===== src/logic/dlo_consts.svh =====
// Constants for the DLL on/off switching controller and memory model.
// Assumes a 125 MHz reference clock; all counts are in its rising edges.
`ifndef DLO_CONSTS_SVH
`define DLO_CONSTS_SVH

// Clock period and timer width
`define DLO_CLK_PS      8000
`define DLO_TW          10

// Times in their own units, then cycles rounded up
`define DLO_TXS_NS      170
`define DLO_TXS_CYC     ((`DLO_TXS_NS*1000+`DLO_CLK_PS-1)/`DLO_CLK_PS)
`define DLO_TCKSRE_NS   10
`define DLO_TCKSRE_NCK  5
`define DLO_TCKSRE_RU   ((`DLO_TCKSRE_NS*1000+`DLO_CLK_PS-1)/`DLO_CLK_PS)
`define DLO_TCKSRE_CYC  ((`DLO_TCKSRE_RU>`DLO_TCKSRE_NCK)?`DLO_TCKSRE_RU:`DLO_TCKSRE_NCK)
`define DLO_TCKSRX_CYC  5
`define DLO_TMOD_CYC    12
`define DLO_TMRD_CYC    4
`define DLO_TDLLK_CYC   512
`define DLO_TZQOPER_CYC 256

// Mode register bit positions and values
`define DLO_MR1_DLL_DIS 0
`define DLO_MR0_DLL_RST 8
`define DLO_CL_OFF      6
`define DLO_CWL_OFF     6
`define DLO_MR0_OFF     14'h0020
`define DLO_MR0_ON      14'h0050
`define DLO_MR0_RST     14'h0150
`define DLO_MR1_OFF     14'h0001
`define DLO_MR1_ON      14'h0000
`define DLO_MR2_OFF     14'h0008
`define DLO_MR2_ON      14'h0010

// Register offsets and fields
`define DLO_REG_CTRL    4'h0
`define DLO_REG_STAT    4'h4
`define DLO_REG_RDATA   4'h8
`define DLO_CTRL_GO     0
`define DLO_CTRL_OFF    1
`define DLO_CTRL_ZQ     2
`define DLO_CTRL_RD     3
`define DLO_STAT_BUSY   0
`define DLO_STAT_DLLOFF 1
`define DLO_STAT_DONE   2
`define DLO_STAT_SLOW   3

`endif


===== src/logic/dlo_pkg.sv =====
// Types shared by both ends of the DLL switching link.
// Assumes nothing beyond the constants header.
`default_nettype none
package dlo_pkg;
  // Decoded memory command
  typedef enum logic [2:0] {
    DLO_NOP, DLO_MRS, DLO_REF, DLO_RD, DLO_ZQ, DLO_OTHER
  } dlo_cmd_e;

  // Controller sequence states
  typedef enum logic [3:0] {
    ST_IDLE, ST_MR1OFF, ST_SRE, ST_CLKCHG, ST_SRX, ST_MR1ON, ST_MR0RST,
    ST_MR2, ST_MR0, ST_ZQ, ST_FIN, ST_RD, ST_WRD, ST_WAIT
  } dlo_st_e;

  // Command decode from the four control pins
  function automatic dlo_cmd_e dlo_decode(input logic cs_n, input logic ras_n,
                                          input logic cas_n, input logic we_n);
    if (cs_n)
      return DLO_NOP;
    case ({ras_n, cas_n, we_n})
      3'b111:  return DLO_NOP;
      3'b000:  return DLO_MRS;
      3'b001:  return DLO_REF;
      3'b101:  return DLO_RD;
      3'b110:  return DLO_ZQ;
      default: return DLO_OTHER;
    endcase
  endfunction : dlo_decode
endpackage : dlo_pkg
`default_nettype wire


===== src/logic/dlo_if.sv =====
// Command, clock-select and read-return link between controller and memory.
// Both ends run on the same reference clock; the bench joins them here.
`default_nettype none
interface dlo_if;
  logic        cke;
  logic        cs_n;
  logic        ras_n;
  logic        cas_n;
  logic        we_n;
  logic [2:0]  ba;
  logic [13:0] addr;
  logic        odt;
  logic        ck_slow;   // High while the slow DLL-off clock rate is chosen
  logic        rd_dqs;    // Read strobe, high for each returned beat
  logic [15:0] rd_dq;

  modport ctl (output cke, cs_n, ras_n, cas_n, we_n, ba, addr, odt, ck_slow,
               input rd_dqs, rd_dq);
  modport dev (input cke, cs_n, ras_n, cas_n, we_n, ba, addr, odt, ck_slow,
               output rd_dqs, rd_dq);
endinterface : dlo_if
`default_nettype wire


===== src/logic/dlo_tmr.sv =====
// Down counter for the controller's wait intervals.
// Counts real reference clock edges; loading restarts it.
`include "dlo_consts.svh"
`default_nettype none
module dlo_tmr
  import dlo_pkg::*;
(
  input  wire logic                ref_clk_i,
  input  wire logic                rstn_i,
  input  wire logic                load_i,
  input  wire logic [`DLO_TW-1:0]  cnt_i,
  output logic                     done_o
);
  logic [`DLO_TW-1:0] cnt;

  // Each edge is one cycle whatever the period, so slow clocks stretch waits
  always_ff @(posedge ref_clk_i or negedge rstn_i) begin
    if (!rstn_i)
      cnt <= '0;
    else if (load_i)
      cnt <= cnt_i;
    else if (cnt != '0)
      cnt <= cnt - 1'b1;
  end

  assign done_o = (cnt == '0) && !load_i;
endmodule : dlo_tmr
`default_nettype wire


===== src/logic/dlo_ctrl.sv =====
// Controller end: sequences DLL on/off switching through self refresh,
// reached by software over AXI4-Lite. Assumes the memory shares ref_clk_i.
`include "dlo_consts.svh"
`default_nettype none
module dlo_ctrl
  import dlo_pkg::*;
(
  input  wire logic        ref_clk_i,
  input  wire logic        rstn_i,
  input  wire logic [3:0]  s_axi_awaddr,
  input  wire logic        s_axi_awvalid,
  output logic             s_axi_awready,
  input  wire logic [31:0] s_axi_wdata,
  input  wire logic [3:0]  s_axi_wstrb,
  input  wire logic        s_axi_wvalid,
  output logic             s_axi_wready,
  output logic [1:0]       s_axi_bresp,
  output logic             s_axi_bvalid,
  input  wire logic        s_axi_bready,
  input  wire logic [3:0]  s_axi_araddr,
  input  wire logic        s_axi_arvalid,
  output logic             s_axi_arready,
  output logic [31:0]      s_axi_rdata,
  output logic [1:0]       s_axi_rresp,
  output logic             s_axi_rvalid,
  input  wire logic        s_axi_rready,
  dlo_if.ctl               lnk
);
  dlo_st_e            st, ret, next_st, next_ret;
  logic               tmr_load, tmr_done;
  logic [`DLO_TW-1:0] tmr_cnt;
  logic [3:0]         next_cmd;
  logic [2:0]         next_ba;
  logic [13:0]        next_addr;
  logic               next_cke;
  logic [9:0]         dllk_cnt;
  logic               tgt_off, zq_en, dll_off, done, go, rd_go;
  logic [15:0]        rdata;
  logic               wr_hs, wr_ctrl, wr_stat;
  logic               busy;

  assign busy = st != ST_IDLE;

  // Wait timer; every wait counts input clock edges
  dlo_tmr u_tmr (
    .ref_clk_i (ref_clk_i),
    .rstn_i    (rstn_i),
    .load_i    (tmr_load),
    .cnt_i     (tmr_cnt),
    .done_o    (tmr_done)
  );

  // Sequencer: issue states last one cycle, then park in ST_WAIT, except ST_RD, which moves to ST_WRD
  always_comb begin
    next_st   = st;
    next_ret  = ret;
    next_cmd  = 4'b0111; // NOP unless a step calls for a command
    next_ba   = 3'd0;
    next_addr = '0;
    next_cke  = lnk.cke;
    tmr_load  = 1'b0;
    tmr_cnt   = '0;
    case (st)
      ST_IDLE: begin
        if (go)
          next_st = tgt_off ? ST_MR1OFF : ST_SRE;
        else if (rd_go)
          next_st = ST_RD;
      end
      ST_MR1OFF: begin
        next_cmd  = 4'b0000;
        next_ba   = 3'd1;
        next_addr = `DLO_MR1_OFF;
        tmr_load  = 1'b1;
        tmr_cnt   = `DLO_TW'(`DLO_TMOD_CYC);
        next_ret  = ST_SRE;
        next_st   = ST_WAIT;
      end
      ST_SRE: begin
        next_cmd = 4'b0001;
        next_cke = 1'b0;
        tmr_load = 1'b1;
        tmr_cnt  = `DLO_TW'(`DLO_TCKSRE_CYC);
        next_ret = ST_CLKCHG;
        next_st  = ST_WAIT;
      end
      ST_CLKCHG: begin
        tmr_load = 1'b1;
        tmr_cnt  = `DLO_TW'(`DLO_TCKSRX_CYC);
        next_ret = ST_SRX;
        next_st  = ST_WAIT;
      end
      ST_SRX: begin
        next_cke = 1'b1; // Stays high to the end of the sequence
        tmr_load = 1'b1;
        tmr_cnt  = `DLO_TW'(`DLO_TXS_CYC);
        next_ret = tgt_off ? ST_MR2 : ST_MR1ON;
        next_st  = ST_WAIT;
      end
      ST_MR1ON: begin
        next_cmd  = 4'b0000;
        next_ba   = 3'd1;
        next_addr = `DLO_MR1_ON;
        tmr_load  = 1'b1;
        tmr_cnt   = `DLO_TW'(`DLO_TMRD_CYC);
        next_ret  = ST_MR0RST;
        next_st   = ST_WAIT;
      end
      ST_MR0RST: begin
        next_cmd  = 4'b0000;
        next_addr = `DLO_MR0_RST;
        tmr_load  = 1'b1;
        tmr_cnt   = `DLO_TW'(`DLO_TMRD_CYC);
        next_ret  = ST_MR2;
        next_st   = ST_WAIT;
      end
      ST_MR2: begin
        next_cmd  = 4'b0000;
        next_ba   = 3'd2;
        next_addr = tgt_off ? `DLO_MR2_OFF : `DLO_MR2_ON;
        tmr_load  = 1'b1;
        tmr_cnt   = `DLO_TW'(`DLO_TMRD_CYC);
        next_ret  = ST_MR0;
        next_st   = ST_WAIT;
      end
      ST_MR0: begin
        next_cmd  = 4'b0000;
        next_addr = tgt_off ? `DLO_MR0_OFF : `DLO_MR0_ON;
        tmr_load  = 1'b1;
        tmr_cnt   = `DLO_TW'(`DLO_TMOD_CYC);
        next_ret  = zq_en ? ST_ZQ : ST_FIN;
        next_st   = ST_WAIT;
      end
      ST_ZQ: begin
        next_cmd     = 4'b0110;
        next_addr[10] = 1'b1; // Long calibration, after tMOD
        tmr_load     = 1'b1;
        tmr_cnt      = `DLO_TW'(`DLO_TZQOPER_CYC);
        next_ret     = ST_FIN;
        next_st      = ST_WAIT;
      end
      ST_FIN: begin
        if (dllk_cnt == '0) // Lock time must also be over
          next_st = ST_IDLE;
      end
      ST_RD: begin
        next_cmd = 4'b0101;
        next_st  = ST_WRD;
      end
      ST_WRD: begin
        if (lnk.rd_dqs)
          next_st = ST_IDLE;
      end
      ST_WAIT: begin
        if (tmr_done)
          next_st = ret;
      end
      default: next_st = ST_IDLE;
    endcase
  end

  // State and registered link pins; ODT is never raised here
  always_ff @(posedge ref_clk_i or negedge rstn_i) begin
    if (!rstn_i) begin
      st        <= ST_IDLE;
      ret       <= ST_IDLE;
      lnk.cke   <= 1'b1;
      lnk.cs_n  <= 1'b1;
      lnk.ras_n <= 1'b1;
      lnk.cas_n <= 1'b1;
      lnk.we_n  <= 1'b1;
      lnk.ba    <= '0;
      lnk.addr  <= '0;
      lnk.odt   <= 1'b0;
    end else begin
      st        <= next_st;
      ret       <= next_ret;
      lnk.cke   <= next_cke;
      {lnk.cs_n, lnk.ras_n, lnk.cas_n, lnk.we_n} <= next_cmd;
      lnk.ba    <= next_ba;
      lnk.addr  <= next_addr;
      lnk.odt   <= 1'b0;
    end
  end

  // Clock rate select changes only while parked in self refresh
  always_ff @(posedge ref_clk_i or negedge rstn_i) begin
    if (!rstn_i) begin
      lnk.ck_slow <= 1'b0;
      dll_off     <= 1'b0;
    end else if (st == ST_CLKCHG) begin
      lnk.ck_slow <= tgt_off; // Slow rate for as long as the DLL is off
      dll_off     <= tgt_off;
    end
  end

  // Lock timer runs beside the sequence from the DLL reset command
  always_ff @(posedge ref_clk_i or negedge rstn_i) begin
    if (!rstn_i)
      dllk_cnt <= '0;
    else if (st == ST_MR0RST)
      dllk_cnt <= 10'(`DLO_TDLLK_CYC);
    else if (dllk_cnt != '0)
      dllk_cnt <= dllk_cnt - 1'b1;
  end

  // Read data is captured on our own clock when the strobe shows up,
  // since its arrival time floats with the DLL off
  always_ff @(posedge ref_clk_i or negedge rstn_i) begin
    if (!rstn_i)
      rdata <= '0;
    else if (st == ST_WRD && lnk.rd_dqs)
      rdata <= lnk.rd_dq;
  end

  // AXI write: address and data are taken together, one at a time
  assign wr_hs         = s_axi_awvalid && s_axi_wvalid && !s_axi_bvalid;
  assign s_axi_awready = wr_hs;
  assign s_axi_wready  = wr_hs;
  assign wr_ctrl       = wr_hs && s_axi_awaddr == `DLO_REG_CTRL && s_axi_wstrb[0];
  assign wr_stat       = wr_hs && s_axi_awaddr == `DLO_REG_STAT && s_axi_wstrb[0];

  always_ff @(posedge ref_clk_i or negedge rstn_i) begin
    if (!rstn_i) begin
      s_axi_bvalid <= 1'b0;
      s_axi_bresp  <= 2'b00;
    end else if (wr_hs) begin
      s_axi_bvalid <= 1'b1;
      s_axi_bresp  <= (s_axi_awaddr == `DLO_REG_CTRL || s_axi_awaddr == `DLO_REG_STAT
                       || s_axi_awaddr == `DLO_REG_RDATA) ? 2'b00 : 2'b10;
    end else if (s_axi_bready) begin
      s_axi_bvalid <= 1'b0;
    end
  end

  // Control bits; start strobes are ignored while a sequence runs
  always_ff @(posedge ref_clk_i or negedge rstn_i) begin
    if (!rstn_i) begin
      tgt_off <= 1'b0;
      zq_en   <= 1'b0;
      go      <= 1'b0;
      rd_go   <= 1'b0;
    end else begin
      go    <= wr_ctrl && !busy && s_axi_wdata[`DLO_CTRL_GO];
      rd_go <= wr_ctrl && !busy && s_axi_wdata[`DLO_CTRL_RD];
      if (wr_ctrl && !busy) begin
        tgt_off <= s_axi_wdata[`DLO_CTRL_OFF];
        zq_en   <= s_axi_wdata[`DLO_CTRL_ZQ];
      end
    end
  end

  // Sticky done flag: write one clears, a new completion wins
  always_ff @(posedge ref_clk_i or negedge rstn_i) begin
    if (!rstn_i)
      done <= 1'b0;
    else if (st == ST_FIN && next_st == ST_IDLE)
      done <= 1'b1;
    else if (wr_stat && s_axi_wdata[`DLO_STAT_DONE])
      done <= 1'b0;
  end

  // AXI read
  assign s_axi_arready = !s_axi_rvalid;
  always_ff @(posedge ref_clk_i or negedge rstn_i) begin
    if (!rstn_i) begin
      s_axi_rvalid <= 1'b0;
      s_axi_rdata  <= '0;
      s_axi_rresp  <= 2'b00;
    end else if (s_axi_arvalid && !s_axi_rvalid) begin
      s_axi_rvalid <= 1'b1;
      s_axi_rresp  <= 2'b00;
      case (s_axi_araddr)
        `DLO_REG_CTRL:  s_axi_rdata <= {29'd0, zq_en, tgt_off, 1'b0};
        `DLO_REG_STAT:  s_axi_rdata <= {28'd0, lnk.ck_slow, done, dll_off, busy};
        `DLO_REG_RDATA: s_axi_rdata <= {16'd0, rdata};
        default: begin
          s_axi_rdata <= '0;
          s_axi_rresp <= 2'b10;
        end
      endcase
    end else if (s_axi_rready) begin
      s_axi_rvalid <= 1'b0;
    end
  end
endmodule : dlo_ctrl
`default_nettype wire


===== src/flat_wrapper.sv =====
// flat-port wrapper written by rule: the top's interface ports become plain ports
module dlo_ctrl_flat import dlo_pkg::*;
  (ref_clk_i, rstn_i, s_axi_awaddr, s_axi_awvalid, s_axi_awready, s_axi_wdata, s_axi_wstrb, s_axi_wvalid, s_axi_wready, s_axi_bresp, s_axi_bvalid, s_axi_bready, s_axi_araddr, s_axi_arvalid, s_axi_arready, s_axi_rdata, s_axi_rresp, s_axi_rvalid, s_axi_rready, lnk_cke, lnk_cs_n, lnk_ras_n, lnk_cas_n, lnk_we_n, lnk_ba, lnk_addr, lnk_odt, lnk_ck_slow, lnk_rd_dqs, lnk_rd_dq);
  dlo_if lnk_i ();
  input  wire logic ref_clk_i;
  input  wire logic rstn_i;
  input  wire logic [3:0] s_axi_awaddr;
  input  wire logic s_axi_awvalid;
  output logic s_axi_awready;
  input  wire logic [31:0] s_axi_wdata;
  input  wire logic [3:0] s_axi_wstrb;
  input  wire logic s_axi_wvalid;
  output logic s_axi_wready;
  output logic [1:0] s_axi_bresp;
  output logic s_axi_bvalid;
  input  wire logic s_axi_bready;
  input  wire logic [3:0] s_axi_araddr;
  input  wire logic s_axi_arvalid;
  output logic s_axi_arready;
  output logic [31:0] s_axi_rdata;
  output logic [1:0] s_axi_rresp;
  output logic s_axi_rvalid;
  input  wire logic s_axi_rready;
  output wire logic [$bits(lnk_i.cke)-1:0] lnk_cke;
  output wire logic [$bits(lnk_i.cs_n)-1:0] lnk_cs_n;
  output wire logic [$bits(lnk_i.ras_n)-1:0] lnk_ras_n;
  output wire logic [$bits(lnk_i.cas_n)-1:0] lnk_cas_n;
  output wire logic [$bits(lnk_i.we_n)-1:0] lnk_we_n;
  output wire logic [$bits(lnk_i.ba)-1:0] lnk_ba;
  output wire logic [$bits(lnk_i.addr)-1:0] lnk_addr;
  output wire logic [$bits(lnk_i.odt)-1:0] lnk_odt;
  output wire logic [$bits(lnk_i.ck_slow)-1:0] lnk_ck_slow;
  input wire logic [$bits(lnk_i.rd_dqs)-1:0] lnk_rd_dqs;
  input wire logic [$bits(lnk_i.rd_dq)-1:0] lnk_rd_dq;
  assign lnk_cke = lnk_i.cke;
  assign lnk_cs_n = lnk_i.cs_n;
  assign lnk_ras_n = lnk_i.ras_n;
  assign lnk_cas_n = lnk_i.cas_n;
  assign lnk_we_n = lnk_i.we_n;
  assign lnk_ba = lnk_i.ba;
  assign lnk_addr = lnk_i.addr;
  assign lnk_odt = lnk_i.odt;
  assign lnk_ck_slow = lnk_i.ck_slow;
  assign lnk_i.rd_dqs = lnk_rd_dqs;
  assign lnk_i.rd_dq = lnk_rd_dq;
  dlo_ctrl u_core (.ref_clk_i(ref_clk_i), .rstn_i(rstn_i), .s_axi_awaddr(s_axi_awaddr), .s_axi_awvalid(s_axi_awvalid), .s_axi_awready(s_axi_awready), .s_axi_wdata(s_axi_wdata), .s_axi_wstrb(s_axi_wstrb), .s_axi_wvalid(s_axi_wvalid), .s_axi_wready(s_axi_wready), .s_axi_bresp(s_axi_bresp), .s_axi_bvalid(s_axi_bvalid), .s_axi_bready(s_axi_bready), .s_axi_araddr(s_axi_araddr), .s_axi_arvalid(s_axi_arvalid), .s_axi_arready(s_axi_arready), .s_axi_rdata(s_axi_rdata), .s_axi_rresp(s_axi_rresp), .s_axi_rvalid(s_axi_rvalid), .s_axi_rready(s_axi_rready), .lnk(lnk_i));
endmodule

===== config.mk =====
export PLATFORM = sky130hd
export DESIGN_NAME = dlo_ctrl_flat
export DESIGN_NICKNAME = d
export VERILOG_FILES = /design/src/logic/dlo_pkg.sv /design/src/logic/dlo_if.sv /design/src/logic/dlo_tmr.sv /design/src/logic/dlo_ctrl.sv /design/src/flat_wrapper.sv
export VERILOG_INCLUDE_DIRS = /design/src /design/src/logic
export SDC_FILE = /design/constraint.sdc
export NUM_CORES = 1
export LEC_CHECK = 0
export ABC_AREA = 0
export BUFFER_PORTS_ARGS = -buffer_cell sky130_fd_sc_hd__buf_2
export CORE_ASPECT_RATIO = 0.7
export CORE_MARGIN = 8
export CORE_UTILIZATION = 33
export CTS_BUF_LIST = sky130_fd_sc_hd__clkbuf_4 sky130_fd_sc_hd__clkbuf_8
export DETAILED_ROUTE_END_ITERATION = 10
export PLACE_DENSITY_LB_ADDON = 0.12
export SLEW_MARGIN = 10
export SYNTH_ARGS = -nofsm -noshare
export SYNTH_HDL_FRONTEND = slang
export SYNTH_SLANG_ARGS = --single-unit

===== constraint.sdc =====
create_clock -name ref_clk_i -period 3.7 [get_ports ref_clk_i]
set_clock_uncertainty 0.2 [all_clocks]
set_input_delay 0.74 -clock ref_clk_i [delete_from_list [all_inputs] [get_ports ref_clk_i]]
set_output_delay 0.74 -clock ref_clk_i [all_outputs]
set_load 0.02 [all_outputs]

==> implementation parameters <==
Parameter                              Value

Run status
  Result of the run ... finished, final reports clean

Final layout
  Combined area of the multi-input logic cells ... 1668 sq um
  Net count reported at finish ... 524
  Number of antenna repair diodes ... 0
  Fraction of final layout cells with drive strength greater than 1 ... 27.57%
  Count of filler cells inserted in the layout ... 1,204
  Area taken by flip-flops and latches ... 2108 sq um
  Signed area change from the synthesized netlist to the final layout ... 15.38%

Timing
  Pins Over Slew Limit ... 0
  Share of the clock period used by the worst path ... 70.74%
  Setup repair after global routing missed its margin ... no
  Worst max-slew margin expressed relative to the limit ... 40.13%
  Maximum achievable frequency ... 0.3821 GHz
  Slew @ Worst Pin ... 0.8899 ns
  Final setup violating endpoints ... 0
  Hold violation total from the final report ... 0
  Minimum clock period after layout ... 2.617 ns
  Post-route worst hold slack ... 0.1828 ns
  Final setup TNS ... 0 ns

Clocking
  TritonCTS clock tree ... done
  CTS buffer count ... 9
  Clock-pin slew on the worst setup and hold paths ... 0.09 ns
  Max Buffers Root-to-Sink ... 2
  Number of buffers added to fix hold violations after cts ... 0
  Clock sink total ... 84
  Clock Root Buffer ... clkbuf_8
  Number of levels the H-tree was split into ... 3
  Later-pin clock latency in the skew report ... 0.36 ns
  PostCTS Resize Cnt ... 0
  Buffers inserted by post-CTS timing repair ... 0

Setup path
  CP Capture Type ... register
  Top fanout value on the critical path ... 9
  Class of the most critical setup path ... reg2reg
  Crit path DAT ... 2.66 ns
  Crit path launch type ... register
  Data required time at the worst endpoint ... 3.74 ns

GRT
  Total global-route track usage ... 12.39%
  Largest net degree at the start of global routing ... 46
  First-pass GRT wire length ... 15,820 um
  Number of antenna violations at the first check in global routing ... 0
  Total congestion overflow ... 0
  Vias in the first global route ... 3,007

Power and ir drop
  Largest voltage drop on the vdd net ... 197.6 uV
  Power per Cell Area ... 690.3 nW/um^2
  Leakage power total ... 2.234 nW

Logic synthesis
  Synthesis-stage register bit count ... 84
  Top flip-flop cell by instance count after synthesis ... dfrtp_1
  Area contributors post-synth ... dfrtp_1 50%, mux2_2 5.4%, buf_4 5.3%, dfstp_2 3.3%, o21ai_0 2.9%
  Average cell area after synthesis ... 10.57 sq um
  Commonest cells post-synth ... 79 x dfrtp_1, 30 x nor2_1, 28 x buf_4
  Number of distinct library cells after synthesis ... 53
  Number of warning messages in the yosys log ... 0
  Sequential-to-total area share from yosys stat ... 52.89%
  Top-area cell type share of the netlist area ... 49.59%
  Cell with the most instances after synthesis ... dfrtp_1
  Cell type with the largest total area after synthesis ... dfrtp_1
  Cell Area, Synth ... 3986 sq um
  Share of flip-flops with an asynchronous set or reset ... 100.0%
  Cell count after synthesis ... 377
  Number of flops mapped to enable cells by yosys ... 0

Floorplan
  Starting utilization of the core area ... 33.99%
  Ports ... 133
  Height of the die ... 108.0 um
  Chip Width ... 147.4 um
  Area of the core region ... 11,730 sq um
  Overall die area ... 15,910 sq um
  Number of cell rows ... 33

Placement
  Port Buffer Count ... 74
  DP HPWL ... 7128 um
  Final GP Congestion ... 0.8139

Drt
  Antenna viol nets, final ... 0
  Total via count after detailed routing ... 3,022
  First-pass iteration count of the detailed router ... 5
  Starting DRC count in detailed routing ... 176
  Final routed DRC violation total ... 0
  Detailed route wirelength on metal2 ... 3914 um
  Met1 Wirelength ... 4988 um
  Wire length after detailed routing ... 9584 um
  Via-to-Cell Ratio ... 4.922
  Top Metal Used ... met4
  Total length of routed met3 wires ... 565 um
  Drt wl/cell ... 15.61 um

Min path
  Worst min-delay path class ... in2async

Flow run
  Total of max-cap violations ... 0
-- worst max-delay path, cell delays in order (launching register included) --
cell and delay [ns]:
dfrtp_1 0.40, inv_1 0.12, ha_1 0.15, or4b_1 0.51
or3_1 0.52, o21ai_0 0.26, or3b_1 0.36
-- final timing paths --
kind	startpoint	slack, ns	endpoint	cells past startpoint
worst max-delay path	u_core.u_tmr.cnt[0]	1.08	u_core.st[0]	6
max in group asynchronous	rstn_i	2.34	u_core.lnk.ras_n	2
min in group ref_clk_i	u_core.rdata[6]	0.29	u_core.s_axi_rdata[6]	1
worst min-delay path	rstn_i	0.18	u_core.dllk_cnt[1]	1
worst min register to register	u_core.rdata[6]	0.29	u_core.s_axi_rdata[6]	1
worst max register to register	u_core.u_tmr.cnt[0]	1.08	u_core.st[0]	6
-- per-stage QoR --
stage	power (W)	utilization, %	cell area, sq um	cells	setup slack (ns)
2_1_floorplan	0.002297	-	4088	404	1.307
3_3_place_gp	0.002594	37.76	4428	599	1.067
3_5_place_dp	0.002603	37.76	4428	599	1.067
4_1_cts	0.003202	39.22	4599	614	1.089
5_1_grt	0.003438	39.22	4599	614	0.9938
6_report	0.003175	39.22	4599	614	1.083
-- cell type report --
| class | instances | area share [%] |
|---|---|---|
| Clock buffer | 11 | 3.156 |
| Clock inverter | 4 | 0.5713 |
| Inverter | 12 | 0.9793 |
| Multi-Input combinational cell | 267 | 36.26 |
| Timing Repair Buffer | 79 | 8.923 |
| Tap cell | 157 | 4.271 |
| Sequential cell | 84 | 45.84 |
-- flip-flops by register name, summed over array words and instances (netlist names) --
signal / cells
u_core.rdata: 16
u_core.s_axi_rdata: 16
u_core.dllk_cnt: 10
u_core.u_tmr.cnt: 10
u_core.lnk.addr: 7
u_core.ret: 4
u_core.st: 4
u_core.lnk.ba: 2
u_core.done: 1
u_core.go: 1
u_core.lnk.cas_n: 1
u_core.lnk.ck_slow: 1
u_core.lnk.cke: 1
u_core.lnk.cs_n: 1
u_core.lnk.ras_n: 1
u_core.lnk.we_n: 1
u_core.rd_go: 1
u_core.s_axi_bresp: 1
u_core.s_axi_bvalid: 1
u_core.s_axi_rresp: 1
u_core.s_axi_rvalid: 1
u_core.tgt_off: 1
u_core.zq_en: 1
-- layout by cell type, fill, tap and decap left out, types with 10 or more instances in the layout --
cell / Yosys / layout
a21oi_1: 21 / 21
a22o_1: 13 / 13
buf_2: 0 / 73
clkbuf_8: 0 / 10
conb_1: 1 / 28
dfrtp_1: 79 / 79
inv_1: 12 / 12
mux2_2: 19 / 19
nand2_1: 22 / 22
nor2_1: 30 / 30
o21ai_0: 23 / 23
-- per-layer routing --
metal	global-route usage (%)	up-vias
met5	0	-
met2	16.87	115
met4	4.133	0
met3	3.379	9
met1	18.38	1463
li1	-	1435
-- kinds of logic after synthesis --
family	synth area share, %
other	0.09407
DFF	52.89
xor gates and xnor gates	1.538
and+or+nand+nor	15.63
AOI/OAI and AO/OA	14.34
muxes	6.748
buffers and inverters	7.815
adders and majority gates	0.9417
-- power breakdown --
part	total, W	switching [W]	internal, W
Clock	0.000588	0.000323	0.000265
Combinational	0.00113	0.000641	0.000486
Sequential	0.00146	0.000256	0.00120
No activity file was read; power rests on OpenSTA's default activity.
